`config.mk`:
```
export PLATFORM = sky130hd
export DESIGN_NAME = sild_top
export DESIGN_NICKNAME = d
export VERILOG_FILES = /design/src/sild_pkg.sv /design/src/sild_stretch.sv /design/src/sild_top.sv
export SDC_FILE = /design/constraint.sdc
export NUM_CORES = 1
export LEC_CHECK = 0
export BUFFER_PORTS_ARGS = -buffer_cell sky130_fd_sc_hd__buf_2
export CAP_MARGIN = 0
export CORE_MARGIN = 5
export CORE_UTILIZATION = 45
export DETAILED_ROUTE_END_ITERATION = 16
export PLACE_DENSITY = 0.7
export SYNTH_ARGS = -nofsm -noshare
export SYNTH_HDL_FRONTEND = slang
export SYNTH_SLANG_ARGS = --single-unit
```
`constraint.sdc`:
```
create_clock -name hclk -period 4.4 [get_ports hclk]
set_input_delay 0.22 -clock hclk [delete_from_list [all_inputs] [get_ports hclk]]
set_output_delay 0.22 -clock hclk [all_outputs]
set_load 0.01 [all_outputs]
```
`src/sild_pkg.sv`:
```
// Package of constants and types for the status indicator lamp block
package sild_pkg;

	// ****************************************************************
	// Register map: offsets are register indices, byte address is 4x
	// ****************************************************************
	localparam logic [11:0] SILD_IDX_CFG_MAIN = 12'h450;
	localparam logic [11:0] SILD_IDX_CFG_AUX  = 12'h451;
	localparam logic [15:0] SILD_RST_CFG_MAIN = 16'h2610;
	localparam logic [15:0] SILD_RST_CFG_AUX  = 16'h0000;

	// ****************************************************************
	// Field positions
	// ****************************************************************
	localparam int SILD_POS_BYPASS = 14;
	localparam int SILD_POS_RATE   = 12;
	localparam int SILD_POS_SEL2   = 8;
	localparam int SILD_POS_SEL1   = 4;
	localparam int SILD_POS_SEL0   = 0;
	localparam int SILD_POS_DRVEN  = 2;
	localparam int SILD_POS_DRVVAL = 1;
	localparam int SILD_POS_POL    = 0;
	localparam int SILD_AUX_STRIDE = 3;
	localparam logic [15:0] SILD_MASK_MAIN = 16'h7fff;
	localparam logic [15:0] SILD_MASK_AUX  = 16'h01ff;

	// ****************************************************************
	// Timing
	// ****************************************************************
	localparam int SILD_CLK_HZ      = 25000000;
	localparam int SILD_PER_MS_0    = 50;
	localparam int SILD_PER_MS_1    = 100;
	localparam int SILD_PER_MS_2    = 200;
	localparam int SILD_PER_MS_3    = 500;
	localparam int SILD_STRETCH_MS  = 50;
	localparam int SILD_CYC_PER_MS  = SILD_CLK_HZ / 1000;

	// ****************************************************************
	// Lamp source selector codes
	// ****************************************************************
	typedef enum logic [3:0] {
		SILD_SRC_LINK      = 4'b0000,
		SILD_SRC_ACT       = 4'b0001,
		SILD_SRC_TX        = 4'b0010,
		SILD_SRC_RX        = 4'b0011,
		SILD_SRC_MASTER    = 4'b0100,
		SILD_SRC_SLAVE     = 4'b0101,
		SILD_SRC_ACT_STR   = 4'b0110,
		SILD_SRC_RSV7      = 4'b0111,
		SILD_SRC_RSV8      = 4'b1000,
		SILD_SRC_LOST      = 4'b1001,
		SILD_SRC_PAT_ERR   = 4'b1010,
		SILD_SRC_IF_ERR    = 4'b1011
	} sild_src_t;

endpackage : sild_pkg

```
`src/sild_stretch.sv`:
```
// Pulse stretcher: holds a short event visible for a set time
`timescale 1ns/1ps
`default_nettype none
module sild_stretch #(
	parameter int HOLD_CYC = sild_pkg::SILD_STRETCH_MS * sild_pkg::SILD_CYC_PER_MS
) (
	// Clock and reset
	input  wire logic hclk,
	input  wire logic hresetn,
	// Event in, stretched out
	input  wire logic bypass,
	input  wire logic evt,
	output logic      stretched
);
	localparam int CW = $clog2(HOLD_CYC + 1);
	logic [CW-1:0] cnt_q;

	initial begin
		if (HOLD_CYC < 1) $error("sild_stretch: HOLD_CYC must be at least 1");
	end

	// Retrigger on each event so bursts look continuous
	always_ff @(posedge hclk or negedge hresetn) begin
		if (!hresetn) begin
			cnt_q <= '0;
		end else if (evt) begin
			cnt_q <= CW'(HOLD_CYC);
		end else if (cnt_q != '0) begin
			cnt_q <= cnt_q - 1'b1;
		end
	end

	// Bypass shows the raw event, may be too short to see
	assign stretched = bypass ? evt : (evt || cnt_q != '0);
endmodule : sild_stretch
`default_nettype wire

```
`src/sild_top.sv`:
```
// Status indicator lamp controller with AHB-Lite register slave
//
// The implementer's own choice: register access over AHB-Lite.
`timescale 1ns/1ps
`default_nettype none
module sild_top
	import sild_pkg::*;
#(
	parameter int CLK_HZ     = sild_pkg::SILD_CLK_HZ,
	parameter int BLINK_UNIT = sild_pkg::SILD_CYC_PER_MS,
	parameter int STRETCH    = sild_pkg::SILD_STRETCH_MS * sild_pkg::SILD_CYC_PER_MS
) (
	// Clock and reset
	input  wire logic        hclk,
	input  wire logic        hresetn,
	// AHB-Lite slave
	input  wire logic        hsel,
	input  wire logic [13:0] haddr,
	input  wire logic [1:0]  htrans,
	input  wire logic        hwrite,
	input  wire logic [2:0]  hsize,
	input  wire logic [31:0] hwdata,
	input  wire logic        hready,
	output logic [31:0]      hrdata,
	output logic             hreadyout,
	output logic             hresp,
	// Link state from the transceiver core
	input  wire logic        link_up,
	input  wire logic        role_master,
	input  wire logic        tx_act,
	input  wire logic        rx_act,
	input  wire logic        pat_err,
	input  wire logic        if_tx_err,
	input  wire logic        if_rx_err,
	// Side-band clears from other register blocks
	input  wire logic        status_rd,
	input  wire logic        pat_err_clr,
	// Lamp outputs
	output logic [2:0]       lamp
);
	import sild_pkg::*;

	// Refuse timing values the counters cannot serve
	initial begin
		if (BLINK_UNIT < 1 || STRETCH < 1 || CLK_HZ < 1000)
			$error("sild_top: timing parameters too small");
		if (SILD_PER_MS_3 / 2 > 1023)
			$error("sild_top: half period does not fit the ms counter");
	end

	// ****************************************************************
	// Register bus slave
	// ****************************************************************
	// Zero wait states: a write lands at the edge closing its data phase,
	// a read is fetched at its address edge and stands until the next read.
	// hsize is not decoded, since every register is one whole word.
	logic [15:0] cfg_main_q;
	logic [15:0] cfg_aux_q;
	logic [15:0] cfg_main_d;
	logic [15:0] cfg_aux_d;
	logic        wr_pend_q;
	logic [11:0] wr_idx_q;
	logic [31:0] rdata_q;

	// A transfer starts on NONSEQ or SEQ while the bus is ready
	logic        acc_valid;
	logic [11:0] acc_idx;
	assign acc_valid = hsel && hready && htrans[1];
	assign acc_idx   = haddr[13:2];

	// Zero wait states, always OKAY
	assign hreadyout = 1'b1;
	assign hresp     = 1'b0;
	assign hrdata    = rdata_q;

	// Capture address phase of a write
	// Write data comes one cycle later, in the data phase
	always_ff @(posedge hclk or negedge hresetn) begin
		if (!hresetn) begin
			wr_pend_q <= 1'b0;
			wr_idx_q  <= '0;
		end else begin
			wr_pend_q <= acc_valid && hwrite;
			wr_idx_q  <= acc_idx;
		end
	end

	// Next values of both words; a write lands at the edge closing its data phase
	always_comb begin
		cfg_main_d = cfg_main_q;
		cfg_aux_d  = cfg_aux_q;
		if (wr_pend_q && wr_idx_q == SILD_IDX_CFG_MAIN) begin
			cfg_main_d = hwdata[15:0] & SILD_MASK_MAIN;
		end
		if (wr_pend_q && wr_idx_q == SILD_IDX_CFG_AUX) begin
			cfg_aux_d = hwdata[15:0] & SILD_MASK_AUX;
		end
	end

	// Read data registered at address phase; unmapped reads as zero.
	// Taken from the next values, else a read right behind a write sees the old word
	always_ff @(posedge hclk or negedge hresetn) begin
		if (!hresetn) begin
			rdata_q <= '0;
		end else if (acc_valid && !hwrite) begin
			unique case (acc_idx)
				SILD_IDX_CFG_MAIN: rdata_q <= {16'h0000, cfg_main_d};
				SILD_IDX_CFG_AUX:  rdata_q <= {16'h0000, cfg_aux_d};
				default:           rdata_q <= 32'h0000_0000;
			endcase
		end
	end

	// Main configuration; reserved bit 15 stays zero
	always_ff @(posedge hclk or negedge hresetn) begin
		if (!hresetn) begin
			cfg_main_q <= SILD_RST_CFG_MAIN;
		end else begin
			cfg_main_q <= cfg_main_d;
		end
	end

	// Auxiliary lamp force and polarity; bits 15:9 stay zero
	always_ff @(posedge hclk or negedge hresetn) begin
		if (!hresetn) begin
			cfg_aux_q <= SILD_RST_CFG_AUX;
		end else begin
			cfg_aux_q <= cfg_aux_d;
		end
	end

	// ****************************************************************
	// Field extraction
	// ****************************************************************
	// Bypass and rate apply to all three lamps alike
	logic       bypass;
	logic [1:0] rate;
	logic [3:0] sel [3];
	assign bypass = cfg_main_q[SILD_POS_BYPASS];
	assign rate   = cfg_main_q[SILD_POS_RATE +: 2];
	assign sel[0] = cfg_main_q[SILD_POS_SEL0 +: 4];
	assign sel[1] = cfg_main_q[SILD_POS_SEL1 +: 4];
	assign sel[2] = cfg_main_q[SILD_POS_SEL2 +: 4];

	// ****************************************************************
	// Input synchronisers, three stages
	// ****************************************************************
	// Costs about five cycles of lamp latency, far below what an eye sees.
	// The two clears come from this clock and skip the stages.
	localparam int NIN = 7;
	logic [NIN-1:0] raw_in;
	logic [NIN-1:0] s1_q;
	logic [NIN-1:0] s2_q;
	logic [NIN-1:0] s3_q;
	logic [NIN-1:0] clean_q;
	assign raw_in = {if_rx_err, if_tx_err, pat_err, rx_act, tx_act, role_master, link_up};

	// Second and third stage must agree before a change is taken
	always_ff @(posedge hclk or negedge hresetn) begin
		if (!hresetn) begin
			s1_q    <= '0;
			s2_q    <= '0;
			s3_q    <= '0;
			clean_q <= '0;
		end else begin
			s1_q    <= raw_in;
			s2_q    <= s1_q;
			s3_q    <= s2_q;
			clean_q <= (s2_q & s3_q) | (clean_q & (s2_q | s3_q));
		end
	end

	// Named views of the cleaned inputs
	logic lk;
	logic mst;
	logic txa;
	logic rxa;
	logic perr;
	logic ierr;
	assign lk   = clean_q[0];
	assign mst  = clean_q[1];
	assign txa  = clean_q[2];
	assign rxa  = clean_q[3];
	assign perr = clean_q[4];
	assign ierr = clean_q[5] | clean_q[6];

	// ****************************************************************
	// Blink timebase
	// ****************************************************************
	// Half period in milliseconds for each rate code
	function automatic logic [9:0] half_ms(input logic [1:0] r);
		unique case (r)
			2'b00: half_ms = 10'(SILD_PER_MS_0 / 2);
			2'b01: half_ms = 10'(SILD_PER_MS_1 / 2);
			2'b10: half_ms = 10'(SILD_PER_MS_2 / 2);
			2'b11: half_ms = 10'(SILD_PER_MS_3 / 2);
		endcase
	endfunction

	localparam int UW = $clog2(BLINK_UNIT + 1);
	logic [UW-1:0] unit_q;
	logic [9:0]    ms_q;
	logic          blink_q;
	logic          ms_tick;
	assign ms_tick = (unit_q == UW'(BLINK_UNIT - 1));

	// Millisecond prescaler
	// Free running, so the first blink after a rate change may start up to 1 ms late
	always_ff @(posedge hclk or negedge hresetn) begin
		if (!hresetn) begin
			unit_q <= '0;
		end else begin
			unit_q <= ms_tick ? '0 : unit_q + 1'b1;
		end
	end

	// Square wave: half period on, half off
	// A rate change acts at once; the running half period may be cut short
	always_ff @(posedge hclk or negedge hresetn) begin
		if (!hresetn) begin
			ms_q    <= '0;
			blink_q <= 1'b0;
		end else if (ms_tick) begin
			if (ms_q + 10'd1 >= half_ms(rate)) begin
				ms_q    <= '0;
				blink_q <= ~blink_q;
			end else begin
				ms_q <= ms_q + 10'd1;
			end
		end
	end

	// ****************************************************************
	// Activity and error stretching
	// ****************************************************************
	logic act_str;
	logic err_str;

	// Activity for code 6, stretched so a single frame is seen
	sild_stretch #(.HOLD_CYC(STRETCH)) u_act_str (
		.hclk      (hclk),
		.hresetn   (hresetn),
		.bypass    (bypass),
		.evt       (txa | rxa),
		.stretched (act_str)
	);

	// Transmit or receive interface errors for code 11
	sild_stretch #(.HOLD_CYC(STRETCH)) u_err_str (
		.hclk      (hclk),
		.hresetn   (hresetn),
		.bypass    (bypass),
		.evt       (ierr),
		.stretched (err_str)
	);

	// ****************************************************************
	// Sticky indications
	// ****************************************************************
	// Both latches outlive a selector change; only their own clear ends them
	logic lk_d_q;
	logic lost_q;
	logic perr_q;
	logic lk_fall;
	assign lk_fall = lk_d_q && !lk;

	// Set wins over clear so a drop during the read is not lost
	always_ff @(posedge hclk or negedge hresetn) begin
		if (!hresetn) begin
			lk_d_q <= 1'b0;
			lost_q <= 1'b0;
		end else begin
			lk_d_q <= lk;
			if (lk_fall) begin
				lost_q <= 1'b1;
			end else if (status_rd) begin
				lost_q <= 1'b0;
			end
		end
	end

	// Checker error latch, set beats clear
	always_ff @(posedge hclk or negedge hresetn) begin
		if (!hresetn) begin
			perr_q <= 1'b0;
		end else if (perr) begin
			perr_q <= 1'b1;
		end else if (pat_err_clr) begin
			perr_q <= 1'b0;
		end
	end

	// ****************************************************************
	// Lamp source selection and output
	// ****************************************************************
	// Source per selector code; only defined codes light a lamp
	function automatic logic lamp_src(input logic [3:0] s);
		// Blink phase gates activity so the lamp visibly flickers
		unique case (s)
			SILD_SRC_LINK:    lamp_src = lk;
			SILD_SRC_ACT:     lamp_src = lk && !((txa | rxa) && blink_q);
			SILD_SRC_TX:      lamp_src = lk && !(txa && blink_q);
			SILD_SRC_RX:      lamp_src = lk && !(rxa && blink_q);
			SILD_SRC_MASTER:  lamp_src = lk && mst;
			SILD_SRC_SLAVE:   lamp_src = lk && !mst;
			SILD_SRC_ACT_STR: lamp_src = act_str;
			SILD_SRC_LOST:    lamp_src = lost_q;
			SILD_SRC_PAT_ERR: lamp_src = perr_q;
			SILD_SRC_IF_ERR:  lamp_src = err_str;
			// Reserved codes 7, 8 and unused 12..15 keep the lamp dark
			default:          lamp_src = 1'b0;
		endcase
	endfunction

	// Registered lamp drive with force and polarity from aux register
	// Force and polarity act after selection, so a forced lamp ignores its source
	always_ff @(posedge hclk or negedge hresetn) begin
		if (!hresetn) begin
			lamp <= '0;
		end else begin
			for (int i = 0; i < 3; i++) begin
				lamp[i] <= (cfg_aux_q[i*SILD_AUX_STRIDE + SILD_POS_DRVEN]
					? cfg_aux_q[i*SILD_AUX_STRIDE + SILD_POS_DRVVAL]
					: lamp_src(sel[i]))
					^ cfg_aux_q[i*SILD_AUX_STRIDE + SILD_POS_POL];
			end
		end
	end

endmodule : sild_top
`default_nettype wire
```
==> impl_results.md, run 1 <==
- Post-synthesis sequential area ratio: 54.49%
- FF-to-FF path depth: 8
- Via count: 5230
- Area Growth Syn to Fin: 17.50%
- Core Footprint: 0.01647 mm²
- TNS Setup: 0 ns
- Hold_ws: 0.04931 ns
- Clock Pin Slew Worst Setup and Hold Paths: 0.07 ns
- Initial Utilization: 45.52%
- Startpoint types: flip-flop
- Slew margin rel.: 35.28%
- Post-layout util: 53.48%
- Row cnt: 47
- Vias in the first global route: 5188
- HPWL Detailed: 10170 µm
- Post-CTS setup buffer count: 0
- Distinct cells, synth: 63
- Synth Flop Type: dfrtp_1
- Hold Crit Depth: 3
- Internal power: 2551 µW
- CP max-delay cell: or4b_2
- Fmax: 350.8 MHz
- Clock power share: 45.5%
- Die width: 139.1 µm
- Filler cells: 1448
- Sequential Area: 0.004084 mm²
- Crit Path Max Fanout: 5
- Clk Latency, worst-skew pair: 0.43 ns
- CP required: 4.74 ns
- Max-cap check violation count: 0
- DR pass1 iterations: 4
- Tcrit/Tclk final: 64.79%
- Initial DRC Count: 417
- Final ANT Viol Nets: 0
- Multi-input gate area: 0.003181 mm²
- Psw: 870.4 µW
- Gate power share: 7.4%
- Tot GR Track Use: 16.39%
- Sequential Power Share: 47.1%
- Mapped Cells: 691
- Slowest stage delay, CP: 0.58 ns
- Initial antenna violation count: 0
- Pwr dens: 388.5 mW/mm²
- Sw Ratio: 25.44%
- Mapped Area: 0.007495 mm²
- Status: finished clean
- RSZ-0062 raised after global routing: no
- ANT cells: 0
- Worst slew pin tran: 0.9657 ns
- Crit end category: flip-flop
- WL/cell: 15.19 µm
- Layout Skew: 0.008851 ns
- Seq cells post-synth: 163
- Crit path kind: reg2reg
- Largest net degree at the start of global routing: 82
- Via/cell ratio: 5.188
- Mapped Avg Cell Area: 10.85 µm²
- Root buf cell: clkbuf_16
- Die Y: 139.1 µm
- Worst-case clock buffer depth: 2
- WL final: 15320 µm
- EDFF count, synth: 0
- Min Clock Period, post-route: 2.851 ns
- H-tree levels: 4
- Endpoints failing setup: 0
- Final-report hold violation count: 0
- Num ports: 102
- Global-route wire length before repair: 25900 µm
- Port Buffer Count: 60
- Die area: 0.01934 mm²
- GRT overflow: 0
- Fin nets: 858
- CTS tree: done
- Share of layout cells above drive strength 1: 17.64%
- Clk sink count: 163
- CTS Buf Count: 17
- Routability cong.: 0.8313
- Worst vdd ir: 0.0002931 V
- Crit path cell chain: inv_1 > ha_1 > or4b_2 > or4_4 > o31ai_4 > o211ai_2 > a32oi_1 > xnor2_1
- Residual DRC count: 0
- Hold crit path type: in2reg
- Async SR Flop Fraction: 100.0%
- Critical Path AT: 3.19 ns
- Pleak: 0.003791 µW
- Final slew viol count: 0
- Yosys warnings: 0
timing repair:
| action | 4_1_cts | 5_1_grt |
|---|---|---|
| hold endpoints to repair | 96 | 0 |
| resized for setup | 0 | 0 |
| hold buffers | 21 | 0 |
cells in the mapped netlist, drive strengths merged (8+ instances only):
cell	n	area share, %
dfrtp	159	53
nor2	65	3.3
nand2	57	2.9
xnor2	35	4.1
nand3	27	1.8
inv	24	1.2
mux2	24	3.6
o21ai	22	1.5
and2	21	1.8
buf	20	2.0
a21oi	18	1.2
ha	18	3.0
nor3	17	1.1
xor2	17	2.0
clkbuf	16	0.80
nor4	15	1.3
nand4	10	0.83
a221o	9	1.2
or4	8	0.93
routing by layer:
layer | share of wire, % | track usage (%)
met5 | 0 | 0
met4 | 2.0 | 5.716
met1 | 48 | 22.80
met3 | 4.6 | 4.172
met2 | 46 | 25.13
per-stage QoR:
step / setup slack (ns) / cells / power [µW] / instance area (µm²)
2_1_floorplan: 1.852 / 707 / 1789 / 7555
3_3_place_gp: 1.611 / 955 / 1875 / 7966
3_5_place_dp: 1.603 / 955 / 1879 / 7966
4_1_cts: 1.543 / 1008 / 3453 / 8806
5_1_grt: 1.380 / 1008 / 3562 / 8806
6_report: 1.549 / 1008 / 3421 / 8806
state kept, by name, summed over array words and instances (netlist names):
name             count
u_act_str.cnt_q     21
u_err_str.cnt_q     21
cfg_aux_q           16
cfg_main_q          16
hrdata              16
unit_q              15
wr_idx_q            12
ms_q                10
clean_q              7
s1_q                 7
s2_q                 7
s3_q                 7
lamp                 3
blink_q              1
lk_d_q               1
lost_q               1
perr_q               1
wr_pend_q            1
cells by family after synthesis:
kind of cell	count (synthesis)	share of synthesized area (%)
compound gates	97	9.249
xor+xnor	52	6.077
fa+ha+maj	25	3.940
buf+inv	60	3.957
flops	163	54.49
mux	25	3.740
other cells	2	0.1002
simple gates	267	18.45
critical path, delay by kind of cell, from the launching register on:
| kind | cells | cell delay (ns) |
|---|---|---|
| and+or+nand+nor | 2 | 1.06 |
| AOI/OAI and AO/OA | 3 | 0.86 |
| DFF | 1 | 0.37 |
| adders and majority gates | 1 | 0.18 |
| xor gates and xnor gates | 1 | 0.17 |
| buffers and inverters | 1 | 0.12 |
area by class of cell:
type                       count  share of cell area [%]
tap                          220                   3.126
clock inverter                14                   2.160
inverter                      24                   1.023
clock buffer                  18                   4.987
multi-input combinational    484                   36.12
timing repair buffer          85                   6.209
sequential                   163                   46.38
cell usage in the layout, fill, tap and decap left out, types with 10 or more instances in the layout:
master	Yosys	final
dlygate4sd3_1	0	21
buf_2	0	59
ha_1	18	18
nand3_1	27	27
o21ai_0	22	22
nand4_1	10	10
nand2_1	57	57
nor4_1	15	14
clkbuf_16	0	17
a21oi_1	18	18
dfrtp_1	159	159
conb_1	2	18
nor2_1	65	65
and2_1	21	21
xor2_1	17	17
mux2_2	24	24
xnor2_1	35	35
inv_1	24	24
nor3_1	17	17
power by group through the flow:
| stage | combinational [µW] | clock, µW | sequential (µW) |
|---|---|---|---|
| floorplan | 165 | 0 | 1620 |
| global placement | 237 | 0 | 1640 |
| detailed placement | 239 | 0 | 1640 |
| CTS | 256 | 1590 | 1610 |
| global route | 288 | 1650 | 1620 |
| finish | 253 | 1560 | 1610 |
path summary, 6_finish.rpt:
check                                   start             endpoint  slack, ns
max                        u_err_str.cnt_q[0]              lamp[1]       1.55
min                                    hwrite            wr_pend_q       0.05
max reg2reg                u_err_str.cnt_q[0]              lamp[1]       1.55
min reg2reg                           s1_q[1]              s2_q[1]       0.35
max in group asynchronous             hresetn        cfg_main_q[4]       3.00
min in group asynchronous             hresetn  u_err_str.cnt_q[13]       0.37
Note: power is estimated with default switching activity, not from simulation.
==> run 2: changes to the inputs <==
==> constraint.sdc (replaced) <==
create_clock -name hclk -period 2.9 [get_ports hclk]
set_input_delay 0.145 -clock hclk [delete_from_list [all_inputs] [get_ports hclk]]
set_output_delay 0.145 -clock hclk [all_outputs]
set_load 0.01 [all_outputs]
==> impl_results.md, run 2 (same netlist as run 1, synthesis figures left out) <==
- Clock Pin Slew Worst Setup and Hold Paths: 0.07 ns
- WL final: 15530 µm
- WL/cell: 15.02 µm
- Clk sink count: 163
- # resized after CTS: 0
- ANT cells: 0
- Vias in the first global route: 5423
- Slack of the critical path: 0.1431 ns
- Crit path buf inv count: 1
- Residual DRC count: 0
- Final slew viol count: 0
- Status: finished clean
- Hold crit path type: in2reg
- Endpoints failing setup: 0
- Root buf cell: clkbuf_16
- Pwr dens: 571.7 mW/mm²
- Die area: 0.01934 mm²
- Worst vdd ir: 0.0005569 V
- Via count: 5366
- Slew margin rel.: 52.71%
- Startpoint of the worst hold path: hwdata[12]
- Largest net degree at the start of global routing: 105
- Sequential Area: 0.004084 mm²
- Share of layout cells above drive strength 1: 17.94%
- Die width: 139.1 µm
- Crit path cell chain: inv_1 > ha_1 > or4b_2 > or4_4 > o31ai_4 > o211ai_2 > a32oi_1 > xnor2_1
- RR Startpoint: u_err_str.cnt_q[0]
- Port Buffer Count: 60
- Core Footprint: 0.01647 mm²
- H-tree levels: 4
- Global Route met1 Usage: 24.17%
- GRT overflow: 0
- Met3 layer usage reported by global route: 4.690%
- Placed cells: 964
- Final-report hold violation count: 0
- Critical Path AT: 3.11 ns
- Crit Path Max Fanout: 5
- Area Growth Syn to Fin: 20.40%
- Global route hottest layer: met2
- Most frequent cells in the layout: dfrtp_1, nor2_1, buf_2
- Crit end category: flip-flop
- Worst setup path start: u_err_str.cnt_q[0]
- CTS tree: done
- Clk Latency, worst-skew pair: 0.43 ns
- Worst slew pin tran: 0.7067 ns
- Post-layout util: 54.80%
- Num ports: 102
- TNS Setup: 0 ns
- Final Power: 5158 µW
- Via/cell ratio: 5.190
- Commonest non-fill, non-tap cell in the layout: dfrtp_1
- Min Clock Period, post-route: 2.757 ns
- Layout Skew: 0.01579 ns
- Tcrit/Tclk final: 95.07%
- Fin nets: 884
- CP required: 3.25 ns
- Fmax: 362.7 MHz
- Row cnt: 47
- Initial antenna violation count: 0
- Pleak: 0.003896 µW
- CTS Buf Count: 17
- Die Y: 139.1 µm
- Startpoint types: flip-flop
- Routability cong.: 0.8224
- Non-Filler Instances: 1034
- Initial DRC Count: 375
- GRT met2 Usage: 25.90%
- Tot GR Track Use: 16.99%
- HPWL Detailed: 10240 µm
- Filler cells: 1440
- Global-route wire length before repair: 27080 µm
- Pre-CTS WS: 0.1732 ns
- Multi-input gate area: 0.003181 mm²
- CP max-delay cell: or4b_2
- Max-cap check violation count: 0
- Initial Utilization: 45.52%
- Crit path kind: reg2reg
- CP delay by family, top: simple AND/OR/NAND/NOR gates
- Slowest stage delay, CP: 0.59 ns
- Final ANT Viol Nets: 0
- RSZ-0062 raised after global routing: no
- DR pass1 iterations: 4
- Leading registers by flop count: u_act_str.cnt_q: 21 flops, u_err_str.cnt_q: 21 flops
- Worst-case clock buffer depth: 2
## run 2: cell types whose count changed in the layout (fill, tap and decap cells not counted), moves of 2 or more
cell,before,now
clkbuf_1,0,2
clkinv_8,2,0
dlygate4sd3_1,21,38
clkinv_4,3,1
buf_4,4,12
## run 2: final timing paths
check,endpoint,slack [ns],depth (start not counted)
setup / recovery,lamp[1],0.14,8
hold / removal,cfg_main_q[12],0.01,2
setup reg to reg,lamp[1],0.14,8
hold reg to reg,s2_q[5],0.35,0
max in group asynchronous,clean_q[1],2.03,3
min in group asynchronous,wr_idx_q[5],0.09,2
## run 2: power by group
group          switching [µW]  total (µW)  internal [µW]
Combinational             222         409            186
Sequential               86.6        2450           2360
Clock                     993        2300           1310
Total                    1300        5160           3860
## run 2: metrics by stage
stage | cell area (µm²) | hold WS [ns]
after floorplan | 7555 | -0.1506
after global placement | 8046 | -0.03100
after detailed placement | 8046 | -0.02957
after CTS | 9024 | 0.008864
after global routing | 9024 | 0.01759
final | 9024 | 0.01453
## run 2: layer usage
layer  up-vias  part of all wire, %  routed length (µm)
li1       2631                    -                   -
met1      2593                   47                7347
met5         -                    0                   0
met4         0                 0.88                 137
met2       130                   47                7257
met3        12                  5.1                 787
## run 2: cell type report
type | count | share of cell area [%]
clock buffers | 19 | 4.798
well taps | 220 | 3.050
flip-flops and latches | 163 | 45.26
inverters | 24 | 0.9983
multi-input cells | 484 | 35.25
clock inverters | 13 | 1.816
repair buffers | 111 | 8.833
## run 2: timing repair
item                       CTS  global route
hold endpoints to repair   204             0
setup buffers                0             0
hold buffers                38             0
setup endpoints to repair    0             1
